**src/hw/irq_serial_pkg.sv**
```systemverilog
// constants for the interrupt recognition and serial bit unit
// assumes a single 250 MHz clock and an Avalon-MM register master
`default_nettype none

package irq_serial_pkg;

  // ==========================================================
  // clocking
  localparam int unsigned CLK_HZ      = 250_000_000;
  localparam int unsigned MIN_OSC_HZ  = 1_000_000;     // least oscillator rate
  localparam int unsigned DIV_RATIO   = 2;             // internal clock = osc / 2
  localparam int unsigned CPU_HZ      = CLK_HZ / DIV_RATIO;

  // ==========================================================
  // register byte offsets
  localparam logic [3:0] ADDR_CTRL = 4'h0;   // enable control
  localparam logic [3:0] ADDR_SMI  = 4'h4;   // set-mask instruction
  localparam logic [3:0] ADDR_RMI  = 4'h8;   // read-mask instruction
  localparam logic [3:0] ADDR_SVC  = 4'hC;   // service / acknowledge

  // control register bits
  localparam int CTRL_IRQ_ON = 0;   // write 1: enable interrupts
  localparam int CTRL_DI  = 1;   // write 1: disable interrupts
  localparam int CTRL_HLD = 1;   // read: synchronised hold request

  // set-mask data bits
  localparam int SM_M55  = 0;
  localparam int SM_M65  = 1;
  localparam int SM_M75  = 2;
  localparam int SM_MSE  = 3;
  localparam int SM_R75  = 4;
  localparam int SM_SOE  = 6;
  localparam int SM_SERIAL_OUT = 7;

  // mask state after reset: all restarts masked
  localparam logic [2:0] MASK_RST = 3'h7;

  // read-mask data bits
  localparam int RM_IE   = 3;
  localparam int RM_P55  = 4;
  localparam int RM_P65  = 5;
  localparam int RM_P75  = 6;
  localparam int RM_SERIAL_IN = 7;

  // service register fields
  localparam int SV_PEND = 7;
  localparam int SV_VLO  = 8;

  // ==========================================================
  // request sources, index into the request vector
  localparam int SRC_GEN  = 0;
  localparam int SRC_55   = 1;
  localparam int SRC_65   = 2;
  localparam int SRC_75   = 3;
  localparam int SRC_TRAP = 4;
  localparam int NSRC     = 5;

  // restart vectors
  localparam logic [7:0] VEC_TRAP = 8'h24;
  localparam logic [7:0] VEC_75   = 8'h3C;
  localparam logic [7:0] VEC_65   = 8'h34;
  localparam logic [7:0] VEC_55   = 8'h2C;
  localparam logic [7:0] VEC_GEN  = 8'h00;   // supplied by external logic

  // bus answer state
  typedef enum logic [1:0] {
    BUS_IDLE   = 2'b01,
    BUS_ANSWER = 2'b10
  } bus_state_t;

endpackage : irq_serial_pkg

`default_nettype wire

```
**src/hw/irq_serial_unit.sv**
```systemverilog
// interrupt recognition, masking and one-bit serial port of an 8-bit cpu
// assumes the core acts as Avalon-MM master; request pins are asynchronous
`timescale 1ns/1ns
`default_nettype none

// Function
// - five request inputs: trap, three restarts, general
// - restart lines masked each; trap unmasked
// - maskable serviced only when enabled and unmasked
// - trap serviced regardless of enable and masks
// - 5.5 and 6.5 are level, high, sampled
// - 7.5 rising edge latches until serviced
// - 7.5 latch cleared by set-mask or reset
// - 7.5 latch captures edges while masked
// - fixed priority trap, 7.5, 6.5, 5.5, general
// - priority ignores routine currently in service
// - trap needs low then high again
// - any entry clears global enable
// - trap saves enable; first read-mask reports it
// - other entries read live, disabled enable
// - read-mask samples input; set-mask drives output
// - hold and requests synchronised to internal clock
// - internal clock is oscillator divided by two
// - fixed restart vectors for trap and restarts
// - general line vector comes from acknowledge cycle
// - serial input lands in read-mask bit seven
module irq_serial_unit
  import irq_serial_pkg::*;
(
  // clock and reset
  input  wire logic        mclk_i,
  input  wire logic        rst_i,
  // request pins
  input  wire logic        trap_req_i,
  input  wire logic        rst75_req_i,
  input  wire logic        rst65_req_i,
  input  wire logic        rst55_req_i,
  input  wire logic        general_request_line_i,
  input  wire logic        hold_req_i,
  input  wire logic        serial_input_line_i,
  // avalon-mm slave
  input  wire logic [3:0]  avs_address_i,
  input  wire logic        avs_read_i,
  input  wire logic        avs_write_i,
  input  wire logic [31:0] avs_writedata_i,
  output logic      [31:0] avs_readdata_o,
  output logic             avs_waitrequest_o,
  // core side
  output logic             cpu_clk_en_o,
  output logic             irq_pending_o,
  output logic             request_acknowledge_strobe_o,
  output logic             serial_output_line_o
);

  // ==========================================================
  // internal clock divider
  logic div_q;

  // halve the rate; one enable pulse per internal clock
  always_ff @(posedge mclk_i or posedge rst_i)
    if (rst_i)
      div_q <= 1'b0;
    else
      div_q <= ~div_q;

  assign cpu_clk_en_o = div_q;

  // ==========================================================
  // input synchronisers
  logic [6:0] pin_raw;
  logic [6:0] sync1;
  logic [6:0] sync2;
  logic [6:0] sync3;
  logic [6:0] stable;
  logic [6:0] agree;

  assign pin_raw = {serial_input_line_i, hold_req_i, trap_req_i, rst75_req_i,
                    rst65_req_i, rst55_req_i, general_request_line_i};
  assign agree   = ~(sync2 ^ sync3);

  // three stages; a change is taken once stages two and three agree
  always_ff @(posedge mclk_i or posedge rst_i)
    if (rst_i)
    begin
      sync1  <= 7'h00;
      sync2  <= 7'h00;
      sync3  <= 7'h00;
      stable <= 7'h00;
    end
    else if (div_q)
    begin
      sync1  <= pin_raw;
      sync2  <= sync1;
      sync3  <= sync2;
      stable <= (stable & ~agree) | (sync3 & agree);
    end

  logic gen_lvl, l55, l65, l75, trap_lvl, hold_lvl, ser_in_lvl;
  assign {ser_in_lvl, hold_lvl, trap_lvl, l75, l65, l55, gen_lvl} = stable;

  // ==========================================================
  // bus decode
  bus_state_t bus_state;
  logic       req;
  logic       acc;
  logic       wr_ctrl, wr_smi, wr_svc, rd_rmi;

  assign req     = avs_read_i | avs_write_i;
  assign acc     = req & (bus_state == BUS_ANSWER);
  assign wr_ctrl = acc & avs_write_i & (avs_address_i == ADDR_CTRL);
  assign wr_smi  = acc & avs_write_i & (avs_address_i == ADDR_SMI);
  assign wr_svc  = acc & avs_write_i & (avs_address_i == ADDR_SVC);
  assign rd_rmi  = acc & avs_read_i  & (avs_address_i == ADDR_RMI);

  // ==========================================================
  // mask, enable and latch state
  logic [2:0] mask;      // {7.5, 6.5, 5.5}
  logic       ie;
  logic       ff75;
  logic       l75_d;
  logic       trap_armed;
  logic       trap_saved_vld;
  logic       trap_saved_ie;
  logic [NSRC-1:0] pend;
  logic [NSRC-1:0] win;
  logic       svc_go;

  // highest pending source wins; one-hot result
  function automatic logic [NSRC-1:0] pick(input logic [NSRC-1:0] p);
    logic [NSRC-1:0] r;
    r = '0;
    for (int i = NSRC - 1; i >= 0; i--)
      if (p[i] && r == '0)
        r[i] = 1'b1;
    return r;
  endfunction : pick

  // restart vector of the winning source
  function automatic logic [7:0] vec_of(input logic [NSRC-1:0] w);
    logic [7:0] v;
    v = VEC_GEN;
    if (w[SRC_TRAP])    v = VEC_TRAP;
    else if (w[SRC_75]) v = VEC_75;
    else if (w[SRC_65]) v = VEC_65;
    else if (w[SRC_55]) v = VEC_55;
    return v;
  endfunction : vec_of

  // trap is unmasked; restarts need enable and clear mask
  assign pend[SRC_TRAP] = trap_lvl & trap_armed;
  assign pend[SRC_75]   = ie & ~mask[2] & ff75;
  assign pend[SRC_65]   = ie & ~mask[1] & l65;
  assign pend[SRC_55]   = ie & ~mask[0] & l55;
  assign pend[SRC_GEN]  = ie & gen_lvl;
  assign win            = pick(pend);
  assign svc_go         = wr_svc & (pend != '0);

  // masks change only with the mask-set enable bit
  always_ff @(posedge mclk_i or posedge rst_i)
    if (rst_i)
      mask <= MASK_RST;
    else if (wr_smi && avs_writedata_i[SM_MSE])
      mask <= avs_writedata_i[SM_M75:SM_M55];

  // global enable: entry clears, enable instruction sets
  always_ff @(posedge mclk_i or posedge rst_i)
    if (rst_i)
      ie <= 1'b0;
    else if (svc_go)
      ie <= 1'b0;
    else if (wr_ctrl && avs_writedata_i[CTRL_IRQ_ON])
      ie <= 1'b1;
    else if (wr_ctrl && avs_writedata_i[CTRL_DI])
      ie <= 1'b0;

  // 7.5 edge latch; a new edge wins over any clear
  always_ff @(posedge mclk_i or posedge rst_i)
    if (rst_i)
    begin
      l75_d <= 1'b0;
      ff75  <= 1'b0;
    end
    else
    begin
      l75_d <= l75;
      if (l75 && !l75_d)
        ff75 <= 1'b1;
      else if ((svc_go && win[SRC_75]) || (wr_smi && avs_writedata_i[SM_R75]))
        ff75 <= 1'b0;
    end

  // trap arms on a low level, disarms when serviced
  always_ff @(posedge mclk_i or posedge rst_i)
    if (rst_i)
      trap_armed <= 1'b0;
    else if (!trap_lvl)
      trap_armed <= 1'b1;
    else if (svc_go && win[SRC_TRAP])
      trap_armed <= 1'b0;

  // enable saved at trap entry, reported by the next read-mask only
  always_ff @(posedge mclk_i or posedge rst_i)
    if (rst_i)
    begin
      trap_saved_vld <= 1'b0;
      trap_saved_ie  <= 1'b0;
    end
    else if (svc_go && win[SRC_TRAP])
    begin
      trap_saved_vld <= 1'b1;
      trap_saved_ie  <= ie;
    end
    else if (rd_rmi || svc_go)
      trap_saved_vld <= 1'b0;

  // serial output updated only with its enable bit
  always_ff @(posedge mclk_i or posedge rst_i)
    if (rst_i)
      serial_output_line_o <= 1'b0;
    else if (wr_smi && avs_writedata_i[SM_SOE])
      serial_output_line_o <= avs_writedata_i[SM_SERIAL_OUT];

  // pending flag for any source and acknowledge strobe for the general line
  always_ff @(posedge mclk_i or posedge rst_i)
    if (rst_i)
    begin
      irq_pending_o                <= 1'b0;
      request_acknowledge_strobe_o <= 1'b0;
    end
    else
    begin
      irq_pending_o                <= (pend != '0);
      request_acknowledge_strobe_o <= svc_go & win[SRC_GEN];
    end

  // ==========================================================
  // avalon answer: waitrequest low one cycle after the request
  logic [31:0] next_rdata;

  // read data mux
  always_comb
  begin
    next_rdata = 32'h0000_0000;
    case (avs_address_i)
      ADDR_CTRL:
      begin
        next_rdata[CTRL_IRQ_ON] = ie;
        next_rdata[CTRL_HLD]    = hold_lvl;
      end
      ADDR_RMI:
      begin
        next_rdata[SM_M75:SM_M55] = mask;
        next_rdata[RM_IE]  = trap_saved_vld ? trap_saved_ie : ie;
        next_rdata[RM_P55] = l55;
        next_rdata[RM_P65] = l65;
        next_rdata[RM_P75] = ff75;
        next_rdata[RM_SERIAL_IN] = ser_in_lvl;
      end
      ADDR_SVC:
      begin
        next_rdata[NSRC-1:0]           = win;
        next_rdata[SV_PEND]            = (pend != '0);
        next_rdata[SV_VLO +: 8]        = vec_of(win);
      end
      default: next_rdata = 32'h0000_0000;
    endcase
  end

  // bus state and registered answer
  always_ff @(posedge mclk_i or posedge rst_i)
    if (rst_i)
    begin
      bus_state         <= BUS_IDLE;
      avs_waitrequest_o <= 1'b1;
      avs_readdata_o    <= 32'h0000_0000;
    end
    else
      case (bus_state)
        BUS_IDLE:
          if (req)
          begin
            bus_state         <= BUS_ANSWER;
            avs_waitrequest_o <= 1'b0;
            avs_readdata_o    <= avs_read_i ? next_rdata : 32'h0000_0000;
          end
        BUS_ANSWER:
        begin
          bus_state         <= BUS_IDLE;
          avs_waitrequest_o <= 1'b1;
        end
        default:
        begin
          bus_state         <= BUS_IDLE;
          avs_waitrequest_o <= 1'b1;
        end
      endcase
endmodule : irq_serial_unit

`default_nettype wire

```
**config.mk**
```make
export PLATFORM = sky130hd
export DESIGN_NAME = irq_serial_unit
export DESIGN_NICKNAME = d
export VERILOG_FILES = /design/src/hw/irq_serial_pkg.sv /design/src/hw/irq_serial_unit.sv
export SDC_FILE = /design/constraint.sdc
export NUM_CORES = 1
export LEC_CHECK = 0
export ABC_CLOCK_PERIOD_IN_PS = 1800
export BUFFER_PORTS_ARGS = -buffer_cell sky130_fd_sc_hd__buf_2
export CAP_MARGIN = 15
export CORE_MARGIN = 3
export CORE_UTILIZATION = 45
export DETAILED_ROUTE_END_ITERATION = 10
export PLACE_DENSITY = 0.72
export SLEW_MARGIN = 10
export SYNTH_ARGS = -nofsm -noshare
export SYNTH_HDL_FRONTEND = slang
export SYNTH_SLANG_ARGS = --single-unit
```
**constraint.sdc**
```tcl
create_clock -name mclk_i -period 1.8 [get_ports mclk_i]
set_clock_uncertainty 0.2 [all_clocks]
set_input_delay 0.27 -clock mclk_i [delete_from_list [all_inputs] [get_ports mclk_i]]
set_output_delay 0.27 -clock mclk_i [all_outputs]
set_load 0.01 [all_outputs]
```
# [Word-level counts from Yosys, hierarchy flattened]
# Cells that the tools add are included.
[word_totals] output_inout_bits=37 inputBits=47 reg_bits=76 word_cells=107
[op_classes] bitwise_logic=29 muxes=29 eq_ne=7 reduce_logical=24
[ops] op="2-to-1 mux 8 bit" count=4
[ops] op="bitwise AND 1 bit" count=17
[ops] op="2-to-1 mux 1 bit" count=17
[ops] op="2-to-1 mux 16 bit" count=1
[ops] op="bitwise AND 7 bit" count=2
[ops] op="inverter 7 bit" count=2
[ops] op="logical AND 1 bit" count=12
[ops] op="equality test 4 bit (second input constant)" count=2
[ops] op="logical NOT 4 bit" count=2
[ops] op="OR 7 bit" count=1
[ops] op="XOR 7 bit" count=1
[ops] op="2-to-1 mux 2 bit" count=3
[ops] op="2-to-1 mux 6 bit" count=1
[ops] op="case mux 2 bit (3 select lines)" count=1
[ops] op="case mux 3 bit (2 select lines)" count=1
[ops] op="inverter 1 bit" count=5
[ops] op="nonzero test 5 bit" count=1
[ops] op="equality test 4 x 3 -> 1 bit (second input constant)" count=1
[ops] op="nonzero test 2 bit" count=2
[ops] op="logical NOT 3 bit" count=1
[ops] op="nonzero test 3 bit" count=1
[ops] op="equality test 2 x 1 -> 1 bit (second input constant)" count=1
[ops] op="equality test 2 bit (second input constant)" count=1
[ops] op="logical NOT 2 bit" count=1
[ops] op="other kinds (7)" count=8

# [Depth between registers and ports, before layout]
[logic_depth] depth_word=17 mapped_depth=5 mapped_depth_nobuf=4

# [Worst setup path after synthesis]
# Ideal clock, no wire load.
[synth_timing] path_kind="reg-to-reg" startpoint="register bus_state[0]" endpoint="register avs_readdata_o[0]" synth_period_minus_slack_ps=1696 n_path_buf=1 required_time_ps=1474 t_arrival_ps=1370 path_slack_ps=104 stages_incl_launch_ff=5 setup_time_ps=126 cell_sequence="dfstp_2 -> nor2b_1 -> o21ai_0 -> buf_2 -> a221o_1"
[synth_via] elab_chain_len=2
[synth_lines] item="start: declaration" line="irq_serial_unit.sv:103" rtl="bus_state_t bus_state;"
[synth_lines] item="start signal: assignment" line="irq_serial_unit.sv:273" rtl="bus_state <= BUS_IDLE;"
[synth_lines] item="start signal: assignment" line="irq_serial_unit.sv:282" rtl="bus_state <= BUS_ANSWER;"
[synth_lines] item="start signal: assignment" line="irq_serial_unit.sv:288" rtl="bus_state <= BUS_IDLE;"
[synth_lines] item="equality test 2 x 1 -> 1 bit" line="irq_serial_unit.sv:278" rtl="case (bus_state)"
[synth_lines] item="AND reduction 2 bit (no source line)"
[synth_lines] item="end signal: assignment" line="irq_serial_unit.sv:284" rtl="avs_readdata_o <= avs_read_i ? next_rdata : 32'h0000_0000;"
[synth_lines] item="end: declaration" line="irq_serial_unit.sv:46" rtl="output logic [31:0] avs_readdata_o,"
# No other way between the ends.
# A chain may end at the register's enable or synchronous reset.

# [Final worst setup path]
[layout_timing] startpoint="register mask[2]" endpoint="register avs_readdata_o[7]"
[layout_via] elab_chain_len=6
[layout_lines] item="start: declaration" line="irq_serial_unit.sv:117" rtl="logic [2:0] mask;"
[layout_lines] item="start signal: assignment" line="irq_serial_unit.sv:163" rtl="mask <= avs_writedata_i[SM_M75:SM_M55];"
[layout_lines] item="inverter 1 bit" line="irq_serial_unit.sv:151" rtl="assign pend[SRC_75] = ie & ~mask[2] & ff75;"
[layout_lines] item="bitwise AND 1 bit (2 in a row)" line="irq_serial_unit.sv:151"
[layout_lines] item="nonzero test 5 bit" line="irq_serial_unit.sv:262" rtl="next_rdata[SV_PEND] = (pend != '0);"
[layout_lines] item="case mux 1 bit (2 select lines)" line="irq_serial_unit.sv:244" rtl="case (avs_address_i)"
[layout_lines] item="2-to-1 mux 16 bit" line="irq_serial_unit.sv:284"
# No other way between the ends.

==> run metrics <==
Internal Power 2.048 mW; post-synthesis cell type count 41; WHS 9.094 ps; Worst Setup Start Kind flop; Final min period 1713 ps; part of the cycle the worst path needs 95.18%; routed via count 1695; CTS HTree Levels 2; total setup buffers inserted after CTS 0; number of enable flip-flop cells after synthesis 0; later-pin clock latency in the skew report 310 ps; endpoints failing setup 0; Reg2Reg Setup Slack 90 ps; R2R depth 4; hold path cells 2; worst hold start avs_writedata_i[2]; CP Class flop to flop; CP arrival 1710 ps; DRC Markers 0; layout cells sized above 1 33.45%; initial antenna violation count 0; RR Startpoint mask[2]$_DFFE_PP1P_; most frequent cells in the layout dfrtp_1 (50), buf_2 (38), o21ai_0 (26), conb_1 (20); final slew viol count 0; total CTS buffers 5; Die H 80.46 um; register area share after synthesis 54.36%; Post-Syn Area 2495 sq um; FP Rows 26; Port Buf Inserts 38; combinational fraction of design power 21.2%; Cells after Synth 219; post-route ant nets 0; routed len/inst 13.02 um; synthesized flop and latch total 54; DP HPWL 3.356 mm; yosys warns 0; Fin. Hold Viols 0; vias in the first global route 1573; Synth Area per Inst 11.39 sq um; Die X 80.46 um; Hold Crit Endpoint mask[2]$_DFFE_PP1P_; final non-filler cell total 348; full die area 6474 sq um; via/cell ratio 4.871; CP Max Fanout 6; Cell Pwr Density 954.0 nW/um^2; Hold Crit Class input port to flop; share of flip-flops with an asynchronous set or reset 100.0%; P_sw 0.7946 mW; first-pass GRT wire length 7.452 mm; All-Layer GR Usage 15.11%; RSZ-0062 raised after global routing false; most common cell after layout, fill and taps aside dfrtp_1; gr ovfl total 0; Worst-path clk slew 80 ps; Final nets 324; Clock power frac 28.2%; Area Overhead vs Synth 19.41%; Worst R2R End avs_readdata_o[7]$_DFFE_PP0P_; required time of the critical path 1800 ps; TNS Setup 0 ps; Critical Path Sink Type flop; ys flop type dfrtp_1; clock sinks 54; FILL cells 454; maximum clock rate 583.7 MHz; Placed Cells 331; switching share of power 27.96%; Max clock buf depth 2; CTS tree built; IO Pins 84; Initial Util 47.63%; gpl congestion 0.7844; Pre-antenna DRT Iters 4; Core Box Area 5238 sq um; worst vdd ir 503.0 uV; Pleak 1.505 nW; status completed; Routed WL 4.530 mm; max_cap viols 0; ant diodes 0; largest net degree at the start of global routing 33; initial DRC count 61; Seq pwr share 50.6%; Root Driver clkbuf_8
## worst max-delay path by stage
stage / start / endpoint / slack [ps] / cells after the start
2_1_floorplan: rst_i / asynchronous set/reset pin / 20 / 1
3_3_place_gp: mask[2]$_DFFE_PP1P_ / avs_readdata_o[7]$_DFFE_PP0P_ / 30 / 4
3_5_place_dp: bus_state[0]$_DFFE_PP1P_ / avs_readdata_o[1]$_DFFE_PP0P_ / 30 / 4
4_1_cts: mask[2]$_DFFE_PP1P_ / avs_readdata_o[7]$_DFFE_PP0P_ / 20 / 4
5_1_grt: bus_state[0]$_DFFE_PP1P_ / avs_readdata_o[1]$_DFFE_PP0P_ / 8 / 4
6_report: mask[2]$_DFFE_PP1P_ / avs_readdata_o[7]$_DFFE_PP0P_ / 90 / 4
## cells by family after synthesis
group	Yosys count	share of synthesized area (%)
compound gates	58	15.30
buf+inv	42	9.879
flops	54	54.36
mux	22	9.779
other cells	1	0.1503
simple gates	42	10.53
## cell type report
type                       instances  area (sq um)  area share (%)
sequential                        54          1356           45.53
multi-input combinational        142         984.7           33.05
timing repair buffer              59         382.9           12.85
tap                               70         87.58           2.940
clock buffer                       6         72.57           2.436
inverter                          15         56.30           1.890
clock inverter                     2         38.79           1.302
## through the flow
step	util [%]	power [mW]	instance area, sq um	setup slack (ps)
detailed placement	52.63	2.026	2756	25.45
global placement	52.63	2.011	2756	30.55
global route	56.88	2.993	2979	8.177
finish	56.88	2.842	2979	86.80
floorplan	-	1.837	2566	22.04
CTS	56.57	2.849	2963	22.10
## Yosys cell counts, types with 2 or more instances
cell / number / area share, %
dfrtp_1: 50 / 50
o21ai_0: 26 / 5.2
buf_4: 21 / 6.3
mux2_2: 18 / 8.1
nand2_1: 18 / 2.7
inv_1: 15 / 2.3
a21oi_1: 10 / 2.0
nor2_1: 7 / 1.1
a221o_1: 5 / 2.0
dfstp_2: 4 / 4.2
a22o_1: 3 / 1.1
clkbuf_1: 3 / 0.45
mux2i_1: 3 / 1.2
a21o_1: 2 / 0.60
a31oi_1: 2 / 0.50
and2_1: 2 / 0.50
and3b_1: 2 / 0.70
buf_2: 2 / 0.40
nor2b_1: 2 / 0.50
nor2b_2: 2 / 0.70
o21ai_1: 2 / 0.40
## layer usage
layer  global-route usage [%]  vias to the layer above  share of wire [%]
li1                         -                      847                  -
met1                    19.12                      803                 45
met2                    25.50                       38                 49
met3                    3.363                        7                5.0
met4                    5.068                        0               0.79
met5                        0                        -                  0
## critical path, stage by stage (launching register included)
cell     delay (ps)
dfstp_2         560
nor2b_2          80
o41ai_4         390
a21oi_1         120
a221o_1         260
## power by group through the flow
stage                     Combinational, mW  Clock [mW]  Sequential, mW
after floorplan                       0.362           0            1.48
after global placement                0.558           0            1.45
after detailed placement              0.566           0            1.46
after CTS                             0.586       0.827            1.44
after global routing                  0.669       0.868            1.46
final                                 0.602       0.801            1.44
## timing repair
action | in CTS | in global routing
hold endpoints to repair | 23 | 0
hold buffers | 9 | 0
setup endpoints to repair | 2 | 7
gates resized for setup | 1 | 3
Note: power is estimated with default switching activity, not from simulation.
